==> src/tpio_pkg.sv <==
// package: register map, field positions and codes for the timer pin i/o control block
// assumes: apb register bus, 32-bit data, one register per aligned word
package tpio_pkg;

  // register indices (printed offsets are not word aligned: byte address = 4 * index)
  localparam logic [7:0] IDX_INPUT_PIN_CONTROL = 8'hFA;
  localparam logic [7:0] IDX_PRESCALER_PRESET  = 8'hFB;
  localparam logic [7:0] IDX_OUTPUT_A_CONTROL  = 8'hFC;
  localparam logic [7:0] IDX_OUTPUT_B_CONTROL  = 8'hFD;
  localparam logic [7:0] IDX_TIMER_EVENT_FLAGS = 8'hFE;
  localparam logic [7:0] IDX_TIMER_MODE        = 8'hF9;
  localparam int         ADDR_W                = 12;

  localparam logic [7:0] RESET_BYTE = 8'h00;

  // timer_event_flags bit positions
  localparam int FLAG_CAPTURE0  = 7;
  localparam int FLAG_CAPTURE1  = 6;
  localparam int FLAG_COMPARE0  = 5;
  localparam int FLAG_COMPARE1  = 4;
  localparam int FLAG_WRAP      = 3;
  localparam int FLAG_OVR_CAP0  = 2;
  localparam int FLAG_OVR_CMP0  = 1;
  localparam int FLAG_CAP_AND   = 0;

  // timer mode bit positions
  localparam int MODE_SECOND_OE = 7;
  localparam int MODE_FIRST_OE  = 6;
  localparam int MODE_CLK_CTRL  = 2;

  // oscillator cycles per counter clock with halving selected
  localparam int OSC_PER_TICK = 6;

  // output pin action codes
  typedef enum logic [1:0] {
    ACT_SET    = 2'b00,
    ACT_TOGGLE = 2'b01,
    ACT_RESET  = 2'b10,
    ACT_NOP    = 2'b11
  } pin_action_t;

  // edge selection codes
  localparam logic [1:0] EDGE_NONE = 2'b00;
  localparam logic [1:0] EDGE_FALL = 2'b01;
  localparam logic [1:0] EDGE_RISE = 2'b10;
  localparam logic [1:0] EDGE_BOTH = 2'b11;

  // input function codes named in the behaviour list
  localparam logic [3:0] INFN_UNUSED    = 4'h0;
  localparam logic [3:0] INFN_UPDN_CLK  = 4'h8;
  localparam logic [3:0] INFN_UPDN_TRIG = 4'hA;
  localparam logic [3:0] INFN_AUTODISC  = 4'hC;

  typedef struct packed {
    logic [3:0] input_function;
    logic       first_pin_edge_hi;
    logic       first_pin_edge_lo;
    logic       second_pin_edge_hi;
    logic       second_pin_edge_lo;
  } input_ctrl_t;

  typedef struct packed {
    pin_action_t compare0_pin_action;
    pin_action_t compare1_pin_action;
    pin_action_t wrap_pin_action;
    logic        pulse_enable;
    logic        pin_preset_level;
  } output_ctrl_t;

  // counter core events arriving at the block
  typedef struct packed {
    logic compare0;
    logic compare1;
    logic wrap;
    logic reload;
  } timer_events_t;

endpackage
==> src/tpio_control.sv <==
// timer pin i/o control: input pin roles and edges, prescaler, output pins, flags
// assumes: apb master on pclk; counter core supplies event pulses and reload
//
// Local design decision: register access over APB.
`timescale 1ns/1ps
`default_nettype none

// Notes on behaviour
// - input function code assigns both pin roles
// - two-bit edge select per input pin
// - new preset loaded at underflow or reload
// - prescaler starts at zero, divides by one
// - prescaler divides by preset plus one
// - fastest tick is oscillator over six
// - compare-0 action drives output a
// - compare-1 action drives each output
// - wrap action drives output a
// - output b has own action fields
// - simultaneous events AND their action codes
// - compare-0 pulse enable makes one-cycle pulse
// - wrap pulse enable makes one-cycle pulse
// - software writes set preset pin level
// - preset bit reads live pin level
// - disabled output forced high
// - clock control low: input function picks clock
// - compare-0 flag set by hardware, software clears
module tpio_control
  import tpio_pkg::*;
#(
  parameter int PRESCALE_W = 8
) (
  // apb
  input  wire logic                pclk,
  input  wire logic                presetn,
  input  wire logic                psel,
  input  wire logic                penable,
  input  wire logic                pwrite,
  input  wire logic [ADDR_W-1:0]   paddr,
  input  wire logic [31:0]         pwdata,
  output logic [31:0]              prdata,
  output logic                     pready,
  output logic                     pslverr,
  // counter core
  input  wire timer_events_t       ev,
  output logic                     prescale_tick,
  output logic                     ext_clock_up,
  output logic                     ext_clock_down,
  output logic                     trigger_a,
  output logic                     trigger_b,
  output logic                     gate_level,
  output logic                     count_up,
  // pins
  input  wire logic                timer_input_a,
  input  wire logic                timer_input_b,
  output logic                     timer_output_a,
  output logic                     timer_output_b,
  output logic                     on_chip_event
);

  if (PRESCALE_W != 8) begin : g_bad_width
    $error("prescaler width must be 8");
  end

  input_ctrl_t             in_ctrl_r;
  logic [PRESCALE_W-1:0]   preset_r;
  output_ctrl_t            oa_ctrl_r;
  output_ctrl_t            ob_ctrl_r;
  logic [7:0]              flags_r;
  logic [7:0]              mode_r;
  logic [PRESCALE_W-1:0]   pre_cnt_r;
  logic                    pulse_r;
  logic [1:0]              sync_a_r;
  logic [1:0]              sync_b_r;
  logic                    prev_a_r;
  logic                    prev_b_r;
  logic                    edge_a;
  logic                    edge_b;
  logic                    lvl_a;
  logic                    lvl_b;
  logic                    wr;
  logic                    rd;
  logic [7:0]              idx;
  logic                    mapped;
  logic                    wr_oa;
  logic                    wr_ob;
  logic                    src_tick;

  // ------------------------------------------------------------------
  // apb decode
  // ------------------------------------------------------------------
  assign idx    = paddr[9:2];
  assign mapped = (paddr[ADDR_W-1:10] == '0) && (paddr[1:0] == 2'b00) &&
                  (idx == IDX_INPUT_PIN_CONTROL || idx == IDX_PRESCALER_PRESET ||
                   idx == IDX_OUTPUT_A_CONTROL || idx == IDX_OUTPUT_B_CONTROL ||
                   idx == IDX_TIMER_EVENT_FLAGS || idx == IDX_TIMER_MODE);
  assign wr      = psel && penable && pwrite && mapped;
  assign rd      = psel && penable && !pwrite;
  assign pready  = 1'b1;
  assign pslverr = psel && penable && !mapped;
  assign wr_oa   = wr && idx == IDX_OUTPUT_A_CONTROL;
  assign wr_ob   = wr && idx == IDX_OUTPUT_B_CONTROL;

  // ------------------------------------------------------------------
  // control registers
  // ------------------------------------------------------------------
  always_ff @(posedge pclk or negedge presetn) begin
    if (!presetn) begin
      in_ctrl_r <= input_ctrl_t'(RESET_BYTE);
      preset_r  <= RESET_BYTE;
      oa_ctrl_r <= output_ctrl_t'(RESET_BYTE);
      ob_ctrl_r <= output_ctrl_t'(RESET_BYTE);
      mode_r    <= RESET_BYTE;
    end else if (wr) begin
      case (idx)
        IDX_INPUT_PIN_CONTROL: in_ctrl_r <= input_ctrl_t'(pwdata[7:0]);
        IDX_PRESCALER_PRESET:  preset_r  <= pwdata[7:0];
        IDX_OUTPUT_A_CONTROL:  oa_ctrl_r <= output_ctrl_t'(pwdata[7:0]);
        IDX_OUTPUT_B_CONTROL:  ob_ctrl_r <= output_ctrl_t'(pwdata[7:0]);
        IDX_TIMER_MODE:        mode_r    <= pwdata[7:0];
        default:               mode_r    <= mode_r;
      endcase
    end
  end

  // ------------------------------------------------------------------
  // flags: hardware set wins over software clear
  // ------------------------------------------------------------------
  always_ff @(posedge pclk or negedge presetn) begin
    if (!presetn) begin
      flags_r <= RESET_BYTE;
    end else begin
      for (int i = 0; i < 8; i++) begin
        if (wr && idx == IDX_TIMER_EVENT_FLAGS) begin
          flags_r[i] <= pwdata[i];
        end
      end
      if (ev.compare0) begin
        flags_r[FLAG_COMPARE0] <= 1'b1;
        if (flags_r[FLAG_COMPARE0]) begin
          flags_r[FLAG_OVR_CMP0] <= 1'b1;
        end
      end
      if (ev.compare1) begin
        flags_r[FLAG_COMPARE1] <= 1'b1;
      end
      if (ev.wrap) begin
        flags_r[FLAG_WRAP] <= 1'b1;
      end
    end
  end

  // ------------------------------------------------------------------
  // read mux
  // ------------------------------------------------------------------
  always_comb begin
    logic [7:0] b;
    b = 8'h00;
    if (rd && mapped) begin
      case (idx)
        IDX_INPUT_PIN_CONTROL: b = in_ctrl_r;
        IDX_PRESCALER_PRESET:  b = preset_r;
        IDX_OUTPUT_A_CONTROL:  b = {oa_ctrl_r[7:1], lvl_a};
        IDX_OUTPUT_B_CONTROL:  b = {ob_ctrl_r[7:1], lvl_b};
        IDX_TIMER_EVENT_FLAGS: b = flags_r;
        IDX_TIMER_MODE:        b = mode_r;
        default:               b = 8'h00;
      endcase
    end
    prdata = {24'h000000, b};
  end

  // ------------------------------------------------------------------
  // input synchronisers and edge detect
  // ------------------------------------------------------------------
  always_ff @(posedge pclk or negedge presetn) begin
    if (!presetn) begin
      sync_a_r <= 2'b00;
      sync_b_r <= 2'b00;
      prev_a_r <= 1'b0;
      prev_b_r <= 1'b0;
    end else begin
      sync_a_r <= {sync_a_r[0], timer_input_a};
      sync_b_r <= {sync_b_r[0], timer_input_b};
      prev_a_r <= sync_a_r[1];
      prev_b_r <= sync_b_r[1];
    end
  end

  function automatic logic edge_hit(input logic [1:0] sel, input logic now, input logic was);
    case (sel)
      EDGE_NONE: edge_hit = 1'b0;
      EDGE_FALL: edge_hit = was && !now;
      EDGE_RISE: edge_hit = !was && now;
      EDGE_BOTH: edge_hit = was != now;
      default:   edge_hit = 1'b0;
    endcase
  endfunction

  // one event per pin per cycle: a single comparison of two stable samples
  assign edge_a = edge_hit({in_ctrl_r.first_pin_edge_hi, in_ctrl_r.first_pin_edge_lo},
                           sync_a_r[1], prev_a_r);
  assign edge_b = edge_hit({in_ctrl_r.second_pin_edge_hi, in_ctrl_r.second_pin_edge_lo},
                           sync_b_r[1], prev_b_r);

  // ------------------------------------------------------------------
  // input pin role decode
  // ------------------------------------------------------------------
  always_comb begin
    ext_clock_up   = 1'b0;
    ext_clock_down = 1'b0;
    trigger_a      = 1'b0;
    trigger_b      = 1'b0;
    gate_level     = 1'b1;
    count_up       = 1'b1;
    case (in_ctrl_r.input_function)
      INFN_UNUSED: ;
      4'h1: trigger_b = edge_b;
      4'h2: gate_level = sync_a_r[1];
      4'h3: begin
        gate_level = sync_a_r[1];
        trigger_b  = edge_b;
      end
      4'h4: ext_clock_up = edge_b;
      4'h5: trigger_a = edge_a;
      4'h6: begin
        gate_level   = sync_a_r[1];
        ext_clock_up = edge_b;
      end
      4'h7: begin
        trigger_a = edge_a;
        trigger_b = edge_b;
      end
      INFN_UPDN_CLK: begin
        ext_clock_up   = edge_a;
        ext_clock_down = edge_b;
      end
      4'h9: begin
        count_up     = sync_a_r[1];
        ext_clock_up = edge_b;
      end
      INFN_UPDN_TRIG: begin
        trigger_a = edge_a;
        trigger_b = edge_b;
        count_up  = !edge_b;
      end
      4'hB: count_up = sync_a_r[1];
      INFN_AUTODISC: begin
        // quadrature: direction from phase of b at a edge
        ext_clock_up   = edge_a && (sync_a_r[1] != sync_b_r[1]);
        ext_clock_down = edge_a && (sync_a_r[1] == sync_b_r[1]);
      end
      4'hD: begin
        trigger_a    = edge_a;
        ext_clock_up = edge_b;
      end
      4'hE: begin
        ext_clock_up = edge_a;
        trigger_b    = edge_b;
      end
      4'hF: begin
        trigger_a  = edge_a;
        gate_level = sync_b_r[1];
      end
      default: ;
    endcase
  end

  // ------------------------------------------------------------------
  // prescaler
  // ------------------------------------------------------------------
  // with clock control low, external clock functions feed the prescaler, else the internal clock
  assign src_tick = mode_r[MODE_CLK_CTRL] ? 1'b1 :
                    ((in_ctrl_r.input_function inside {4'h4, 4'h6, 4'h8, 4'h9, 4'hC, 4'hD, 4'hE}) ?
                     (ext_clock_up || ext_clock_down) : 1'b1);

  always_ff @(posedge pclk or negedge presetn) begin
    if (!presetn) begin
      pre_cnt_r <= '0;
    end else if (ev.reload) begin
      pre_cnt_r <= preset_r;
    end else if (src_tick) begin
      if (pre_cnt_r == '0) begin
        pre_cnt_r <= preset_r;
      end else begin
        pre_cnt_r <= pre_cnt_r - 1'b1;
      end
    end
  end

  // pclk here stands for the oscillator over six tick source
  assign prescale_tick = src_tick && (pre_cnt_r == '0) && !ev.reload;

  // ------------------------------------------------------------------
  // outputs
  // ------------------------------------------------------------------
  tpio_output_pin u_out_a (
    .pclk     (pclk),
    .presetn  (presetn),
    .ctrl     (oa_ctrl_r),
    .enable   (mode_r[MODE_FIRST_OE]),
    .sw_write (wr_oa),
    .sw_level (pwdata[0]),
    .ev       (ev),
    .level    (lvl_a),
    .pin      (timer_output_a)
  );

  tpio_output_pin u_out_b (
    .pclk     (pclk),
    .presetn  (presetn),
    .ctrl     (ob_ctrl_r),
    .enable   (mode_r[MODE_SECOND_OE]),
    .sw_write (wr_ob),
    .sw_level (pwdata[0]),
    .ev       (ev),
    .level    (lvl_b),
    .pin      (timer_output_b)
  );

  always_ff @(posedge pclk or negedge presetn) begin
    if (!presetn) begin
      pulse_r <= 1'b0;
    end else begin
      pulse_r <= (ev.compare0 && oa_ctrl_r.pulse_enable) ||
                 (ev.wrap && ob_ctrl_r.pulse_enable);
    end
  end
  assign on_chip_event = pulse_r;

  // ------------------------------------------------------------------
  // checks
  // ------------------------------------------------------------------
  property p_cmp0_pulse;
    @(posedge pclk) disable iff (!presetn)
      (ev.compare0 && oa_ctrl_r.pulse_enable) |=> on_chip_event;
  endproperty
  a_cmp0_pulse: assert property (p_cmp0_pulse) else $error("no pulse after compare 0");

  property p_wrap_pulse;
    @(posedge pclk) disable iff (!presetn)
      (ev.wrap && ob_ctrl_r.pulse_enable) |=> on_chip_event;
  endproperty
  a_wrap_pulse: assert property (p_wrap_pulse) else $error("no pulse after wrap");

  property p_flag_set;
    @(posedge pclk) disable iff (!presetn)
      ev.compare0 |=> flags_r[FLAG_COMPARE0];
  endproperty
  a_flag_set: assert property (p_flag_set) else $error("compare 0 flag not set");

  property p_reload;
    @(posedge pclk) disable iff (!presetn)
      ev.reload |=> (pre_cnt_r == $past(preset_r));
  endproperty
  a_reload: assert property (p_reload) else $error("prescaler not reloaded");

  property p_hold_preset;
    @(posedge pclk) disable iff (!presetn)
      (!ev.reload && src_tick && pre_cnt_r != '0) |=> (pre_cnt_r == $past(pre_cnt_r) - 1'b1);
  endproperty
  a_hold_preset: assert property (p_hold_preset) else $error("preset taken early");

  property p_disabled_a;
    @(posedge pclk) disable iff (!presetn)
      !mode_r[MODE_FIRST_OE] |-> timer_output_a;
  endproperty
  a_disabled_a: assert property (p_disabled_a) else $error("output a not high");

  property p_rise_edge;
    @(posedge pclk) disable iff (!presetn)
      (in_ctrl_r.first_pin_edge_hi && !in_ctrl_r.first_pin_edge_lo) |->
        (edge_a == (sync_a_r[1] && !$past(sync_a_r[1])));
  endproperty
  a_rise_edge: assert property (p_rise_edge) else $error("rising edge detect wrong");

  property p_sync_delay;
    @(posedge pclk) disable iff (!presetn)
      ##3 (prev_a_r == $past(timer_input_a, 3));
  endproperty
  a_sync_delay: assert property (p_sync_delay) else $error("input sync delay wrong");

endmodule // tpio_control
`default_nettype wire

==> src/tpio_output_pin.sv <==
// one timer output pin: merges simultaneous event actions and drives the pin
// assumes: events are single-cycle pulses on pclk
`timescale 1ns/1ps
`default_nettype none
module tpio_output_pin
  import tpio_pkg::*;
(
  // clock and reset
  input  wire logic          pclk,
  input  wire logic          presetn,
  // control
  input  wire output_ctrl_t  ctrl,
  input  wire logic          enable,
  input  wire logic          sw_write,
  input  wire logic          sw_level,
  input  wire timer_events_t ev,
  // pin
  output logic               level,
  output logic               pin
);

  pin_action_t act;
  logic        any_ev;
  logic        level_r;
  logic        level_nxt;

  // ------------------------------------------------------------------
  // action merge
  // ------------------------------------------------------------------
  always_comb begin
    logic [1:0] code;
    code   = 2'b11;
    any_ev = 1'b0;
    if (ev.compare0) begin
      code   = code & ctrl.compare0_pin_action;
      any_ev = 1'b1;
    end
    if (ev.compare1) begin
      code   = code & ctrl.compare1_pin_action;
      any_ev = 1'b1;
    end
    if (ev.wrap) begin
      code   = code & ctrl.wrap_pin_action;
      any_ev = 1'b1;
    end
    act = pin_action_t'(code);
  end

  always_comb begin
    level_nxt = level_r;
    if (any_ev) begin
      case (act)
        ACT_SET:    level_nxt = 1'b1;
        ACT_TOGGLE: level_nxt = ~level_r;
        ACT_RESET:  level_nxt = 1'b0;
        ACT_NOP:    level_nxt = level_r;
        default:    level_nxt = level_r;
      endcase
    end else if (sw_write) begin
      level_nxt = sw_level;
    end
  end

  always_ff @(posedge pclk or negedge presetn) begin
    if (!presetn) begin
      level_r <= 1'b0;
    end else begin
      level_r <= level_nxt;
    end
  end

  assign level = level_r;
  assign pin   = enable ? level_r : 1'b1;

  property p_toggle;
    @(posedge pclk) disable iff (!presetn)
      (any_ev && act == ACT_TOGGLE) |=> (level_r != $past(level_r));
  endproperty
  a_toggle: assert property (p_toggle) else $error("toggle did not invert level");

  property p_disabled_high;
    @(posedge pclk) disable iff (!presetn)
      !enable |-> pin;
  endproperty
  a_disabled_high: assert property (p_disabled_high) else $error("disabled pin not high");

endmodule // tpio_output_pin
`default_nettype wire

==> config.mk <==
export PLATFORM = sky130hd
export DESIGN_NAME = tpio_control
export DESIGN_NICKNAME = d
export VERILOG_FILES = /design/src/tpio_pkg.sv /design/src/tpio_control.sv /design/src/tpio_output_pin.sv
export SDC_FILE = /design/constraint.sdc
export NUM_CORES = 1
export LEC_CHECK = 0
export ABC_AREA = 1
export BUFFER_PORTS_ARGS = -buffer_cell sky130_fd_sc_hd__buf_4
export CORE_UTILIZATION = 49
export CTS_BUF_LIST = sky130_fd_sc_hd__clkbuf_4 sky130_fd_sc_hd__clkbuf_8 sky130_fd_sc_hd__clkbuf_16
export CTS_CLUSTER_SIZE = 24
export DETAILED_ROUTE_END_ITERATION = 8
export PLACE_DENSITY = 0.86
export SLEW_MARGIN = 20
export SYNTH_ARGS = -nofsm -noshare
export SYNTH_HDL_FRONTEND = slang
export SYNTH_SLANG_ARGS = --single-unit
==> constraint.sdc <==
create_clock -name pclk -period 1.7 [get_ports pclk]
set_input_delay 0.17 -clock pclk [delete_from_list [all_inputs] [get_ports pclk]]
set_output_delay 0.17 -clock pclk [all_outputs]
set_load 0.01 [all_outputs]
==> flow_summary.toml, run 1 <==
[clock_tree]
cts_buffer_depth = 2
cts_made_buffers = 9
htree_levels = 3
cts_tree = "yes"
worst_skew_pair.late_latency_ns = 0.35
clkTransAtPathRegs_ns = 0.07
root_buffer = "clkbuf_8"
numClockSinks = 63

[grt]
gr-usage-all-layers_pct = 24.81
antenna_found_initial = 0
wire_length_of_the_first_global_routing_pass_mm = 16.46
overflow = 0
grt_max_degree = 38
grt_pass1_vias = 3592

[logic_synthesis]
synthesis.instances = 503
synth_enable_flop_cells = 0
synth_area_um2 = 3980
dominantRegCellSynth = "dfrtp_1"
ys_seq_area_share_pct = 39.61
async_flop_share_pct = 100.0
synth.lib_cells_used.distinct = 38
synthDominantCellAreaShare_pct = 39.61
syn_area_per_cell_um2 = 7.913
ys.warnings.count = 0
yosysTopAreaCell = "dfrtp_1"
yosys_register_bits = 63
biggest_area_contributors_in_the_synthesized_netlist = "dfrtp_1 40%, nand2_1 11%, inv_1 6.3%"

[drt]
vias_per_cell = 5.280
routed_wire_length_mm = 10.01
drtPass1Iterations = 5
drt_iter0_drc = 325
drc = 0
ant_nets = 0
route.vias.total = 3712
wl_per_cell_um = 14.24

[finish]
final_layout_size_suffix_gt1_share_pct = 28.95
layout_commonest_cell = "nand2_1"
finalCoreUtilization_pct = 64.09
area_growth_pct = 25.72
layout.cells.most_common_list = "112 x nand2_1, 78 x buf_4, 62 x inv_1, 61 x dfrtp_1, 40 x nor2_1"
antenna_cells = 0
nNetsFinal = 657
fillers = 645

[sta]
final_min_period_over_clock_period_pct = 127.2
finalHoldViolCount = 0
finalSetupViolations = 14
rsz0062_at_grt = "true"
final-max-slew-violation-count = 0
layout_setup_ws_ns = -0.4621
max_freq_mhz = 462.5
whs_ns = 0.07972
timing.final.crit_period_ns = 2.162
finalSetupTns_ns = -3.458
fin_worst_skew_ns = 0.007982

[die]
core_area_um2 = 7807
ioPinCount = 99
rows = 32
die_height_um = 92.13
effective_utilization_at_floorplan_pct = 50.98
die_width_um = 92.13
die-area_um2 = 8487

[min_path]
timing.hold.worst_endpoint = "preset_r[2]"
source_of_the_worst_hold_timing_path = "pwdata[2]"
worst_hold_path_stage_count = 3
hold_path_class = "input port to flop"

[pwr]
power_per_cell_area_nw_per_um2 = 690.2
ir_worst_vdd_mv = 0.5248
static-leakage-power_nw = 2.713

[worst_setup_path]
startpoint_type = "flop"
worst_r2r_path_depth = 10
worstPathCellList = "inv_1 -> ha_1 -> o211ai_1 -> nand4_1 -> nand2_2 -> nor3_4 -> nor3_2 -> buf_4"
worst_ep_required_time_ns = 1.53
cp_slowest_cell = "dfrtp_1"
timing.rr.end = "pre_cnt_r[1]"
cp.arrival_ns = 1.99
cp_max_fo = 4
crit_path_max_incr_delay_ns = 0.38
r2r_start = "sync_b_r[1]"
classification_of_the_worst_setup_path = "flop to output port"
timing.critical_path.to_type = "output port"
worst-r2r-setup-slack_ns = -0.24

[outcome]
violations = "negative setup slack"
outcome = "finished, violations left"

[placed_design]
post-dp-hpwl_mm = 7.164
last_weighted_congestion_value_of_the_routability_driven_placer = 0.8945
portBuffers = 49

[job]
maxCapViolCount = 0
per-stage QoR:
stage	worst slack, ns	instances	total power [W]	cell area, um2
after CTS	-0.4406	700	0.003447	4900
final	-0.4621	703	0.003454	5004
after global routing	-0.5840	703	0.003573	5004
after global placement	-0.1488	666	0.001905	4474
after floorplan	-0.001892	526	0.001783	4084
after detailed placement	-0.2019	666	0.001918	4474
synthesized netlist by cell type (4+ instances only):
library cell,count
nand2_1,118
inv_1,67
dfrtp_1,63
nor2_1,43
o21ai_0,38
nand3_1,26
buf_4,25
o22ai_1,18
nor3_1,10
a21oi_1,9
o21ai_2,8
nand4_1,7
a21oi_2,6
buf_6,6
ha_1,6
nand2_2,6
nor2_8,6
inv_2,4
o221ai_1,4
per-layer routing:
metal	share of wire, %	track usage, %	up-vias
met5	0	0	-
met4	2.1	9.375	0
met3	6.6	5.473	22
met2	51	42.48	153
met1	40	30.50	1771
li1	-	-	1766
report_power, final:
part	internal (W)	switching, W
logic	0.000160	0.000230
registers	0.00153	0.0000206
clock network	0.000937	0.000581
kinds of logic after synthesis:
logic type | Yosys count | synth area share, %
fa+ha+maj | 6 | 1.886
flops | 63 | 39.61
buf+inv | 107 | 14.21
compound gates | 91 | 13.99
simple gates | 229 | 29.02
other cells | 2 | 0.1887
xor+xnor | 5 | 1.100
worst max-delay path by stage:
stage | startpoint | end | slack [ns] | cells past startpoint
finish | sync_b_r[1] | prescale_tick | -0.46 | 8
global route | sync_b_r[1] | prescale_tick | -0.58 | 8
CTS | sync_b_r[1] | prescale_tick | -0.44 | 8
detailed placement | sync_b_r[1] | pre_cnt_r[0] | -0.20 | 9
global placement | sync_b_r[1] | pre_cnt_r[0] | -0.15 | 9
floorplan | sync_b_r[1] | prescale_tick | -0.002 | 7
what timing repair did:
action | in CTS | in global routing
endpoints found under the hold margin | 28 | 0
resized for setup | 14 | 28
hold buffers | 3 | 0
buffers inserted | 16 | 5
pin swaps | 6 | 10
endpoints found under the setup margin | 19 | 23
registers in the layout, indices dropped and copies added (netlist names), 2 cells and up:
name and flops:
flags_r 8, in_ctrl_r 8, mode_r 8, pre_cnt_r 8
preset_r 8, oa_ctrl_r 7, ob_ctrl_r 7, sync_a_r 2
sync_b_r 2
layout make-up:
class                           instances  area, um2  area share [%]
Multi-Input combinational cell        356       2024           40.46
Sequential cell                        63       1579           31.56
Timing Repair Buffer                   93      759.5           15.18
Inverter                               73      281.5           5.626
Clock buffer                           13      166.4           3.326
Tap cell                              102      127.6           2.551
Clock inverter                          3      65.06           1.300
critical path, delay by kind of cell (launching register included):
| kind | cells | cell delay (ns) |
|---|---|---|
| buffers and inverters | 2 | 0.20 |
| flip-flops | 1 | 0.38 |
| AO/OA/AOI/OAI | 1 | 0.29 |
| AND/OR/NAND/NOR | 4 | 0.51 |
| adder cells (fa/ha/maj) | 1 | 0.27 |
Power figures use the tool's default switching activity.
==> run 2, diff against run 1 <==
--- a/config.mk
+++ b/config.mk
@@ -12,6 +12,7 @@
 export CTS_CLUSTER_SIZE = 24
 export DETAILED_ROUTE_END_ITERATION = 8
 export PLACE_DENSITY = 0.86
+export SETUP_SLACK_MARGIN = 0.4
 export SLEW_MARGIN = 20
 export SYNTH_ARGS = -nofsm -noshare
 export SYNTH_HDL_FRONTEND = slang
==> run 2 against run 1 <==
Net effect: the flow still finishes with violations (negative setup slack); die area is the same; routed wire length grew 51%; sequential power is essentially flat; clock skew grew 0.00060 ns; combinational power grew 16%; setup slack lost 0.0016 ns; core utilization grew 11 points; total power grew 1.3%; register-to-register slack is essentially flat; cell area grew 18%; critical endpoint unchanged; highest routed layer unchanged.
==> flow_summary.toml, run 2 (same netlist as run 1, synthesis figures left out) <==
[outcome]
outcome = "finished, violations left"
violations = "negative setup slack"

[die]
core_area_um2 = 7807
die_height_um = 92.13
effective_utilization_at_floorplan_pct = 50.98
die_width_um = 92.13
rows = 32
die-area_um2 = 8487
ioPinCount = 99

[job]
maxCapViolCount = 0

[finish]
nNetsFinal = 671
layout.cells.most_common_list = "82 x nand2_1, 64 x buf_4, 60 x dfrtp_1, 39 x inv_1"
antenna_cells = 0
final_non_filler_cell_total = 717
layout_commonest_cell = "nand2_1"
area_growth_pct = 47.88
final_layout_size_suffix_gt1_share_pct = 48.46

[sta]
fin_worst_skew_ns = 0.008583
finalSetupTns_ns = -3.845
max_freq_mhz = 462.2
layout_setup_ws_ns = -0.4637
final_min_period_over_clock_period_pct = 127.3
rsz0062_at_grt = "true"
final-max-slew-violation-count = 0
timing.final.crit_period_ns = 2.164
finalSetupViolations = 14
finalHoldViolCount = 0

[min_path]
worst_hold_path_stage_count = 3
hold_path_class = "input port to flop"

[drt]
routed_wire_length_mm = 15.13
route.vias.total = 4324
drt_iter0_drc = 463
ant_nets = 0
vias_per_cell = 6.031
wl_per_cell_um = 21.09
drtPass1Iterations = 7
drc = 0

[worst_setup_path]
crit_path_max_incr_delay_ns = 0.41
cp_max_fo = 3
timing.critical_path.to_type = "output port"
worstPathCellList = "buf_4 -> ha_1 -> nand2_1 -> o211ai_1 -> nand4_1 -> nand2_2 -> nor3_4 -> nor3_2 -> buf_4"
cp_slowest_cell = "dfrtp_1"
worst_r2r_path_depth = 11
cp.arrival_ns = 1.99
worst_ep_required_time_ns = 1.53
classification_of_the_worst_setup_path = "flop to output port"
path_common_cell = "buf_4"
startpoint_type = "flop"

[clock_tree]
root_buffer = "clkbuf_8"
cts_tree = "yes"
clkTransAtPathRegs_ns = 0.08
cts_buffer_depth = 2
htree_levels = 3
numClockSinks = 63
worst_skew_pair.late_latency_ns = 0.36
cts_made_buffers = 9

[placed_design]
last_weighted_congestion_value_of_the_routability_driven_placer = 0.8771
portBuffers = 49
placed_cells = 661
post-dp-hpwl_mm = 7.299

[grt]
gr-usage-all-layers_pct = 30.07
overflow = 0
antenna_found_initial = 0
grt_max_degree = 29
wire_length_of_the_first_global_routing_pass_mm = 19.62
grt_pass1_vias = 4094

[pwr]
power_per_cell_area_nw_per_um2 = 594.3
static-leakage-power_nw = 2.919
ir_worst_vdd_mv = 0.5196
==> run 2: changes by cell type in the layout (fill, tap and decap cells not counted), sizes merged <==
cell | before | now
nand4 | 9 | 10
clkinv | 3 | 4
nor2 | 50 | 52
clkbuf | 13 | 10
nand3 | 29 | 30
inv | 70 | 71
buf | 90 | 98
clkinvlp | 1 | 4
==> run 2: final timing paths <==
path	from	to	slack (ns)
max	sync_b_r[1]	prescale_tick	-0.46
min	pwdata[0]	flags_r[0]	0.09
max reg2reg	sync_b_r[1]	pre_cnt_r[6]	-0.25
min reg2reg	sync_b_r[0]	sync_b_r[1]	0.36
max in group asynchronous	presetn	oa_ctrl_r[1]	0.92
min in group asynchronous	presetn	pre_cnt_r[5]	0.25
==> run 2: what timing repair did <==
| action | in CTS | in global routing |
|---|---|---|
| buffers inserted | 18 | 13 |
| pin swaps | 55 | 41 |
| endpoints found under the hold margin | 22 | 0 |
| hold buffers | 3 | 0 |
| gates cloned | 0 | 6 |
| gates resized for setup | 119 | 111 |
| endpoints found under the setup margin | 24 | 72 |
==> run 2: metrics by stage <==
| step | area, um2 | worst slack (ns) | util [%] | total power (W) | hold WS, ns |
|---|---|---|---|---|---|
| global route | 5886 | -0.5549 | 75.38 | 0.003589 | 0.1012 |
| global placement | 4501 | -0.05538 | 57.64 | 0.001915 | 0.08188 |
| floorplan | 4148 | -0.001628 | - | 0.001787 | -0.1256 |
| finish | 5886 | -0.4637 | 75.38 | 0.003498 | 0.09384 |
| CTS | 5278 | -0.3983 | 67.60 | 0.003396 | 0.06687 |
| detailed placement | 4501 | -0.1211 | 57.64 | 0.001927 | 0.08643 |
==> run 2: where the power goes <==
| group | internal [W] | switching [W] |
|---|---|---|
| Combinational | 0.000172 | 0.000282 |
| Sequential | 0.00152 | 0.0000250 |
| Clock | 0.000827 | 0.000668 |
| Total | 0.00252 | 0.000975 |
==> run 2: routing by layer <==
| metal | wire [um] | part of all wire [%] | vias up | track usage (%) |
|---|---|---|---|---|
| met5 | 0 | 0 | - | 0 |
| met4 | 1274 | 8.4 | 0 | 17.06 |
| met3 | 1380 | 9.1 | 138 | 6.219 |
| met2 | 7243 | 48 | 339 | 53.61 |
| met1 | 5227 | 35 | 2032 | 33.08 |
| li1 | - | - | 1815 | - |
==> run 2: area by class of cell <==
type                            instances  area, um2
Inverter                               73      304.0
Fill cell                             448       1922
Sequential cell                        63       1580
Clock inverter                          7      96.34
Multi-Input combinational cell        360       2670
Timing Repair Buffer                  102      977.2
Clock buffer                            9      123.9
Tap cell                              102      127.6
Timing Repair inverter                  1      6.256
==> run 2: critical path: cells and delay by family (launching register included) <==
kind | cells | cell delay (ns)
AO/OA/AOI/OAI | 1 | 0.15
flip-flops | 1 | 0.41
adder cells (fa/ha/maj) | 1 | 0.20
buffers and inverters | 2 | 0.30
AND/OR/NAND/NOR | 5 | 0.59
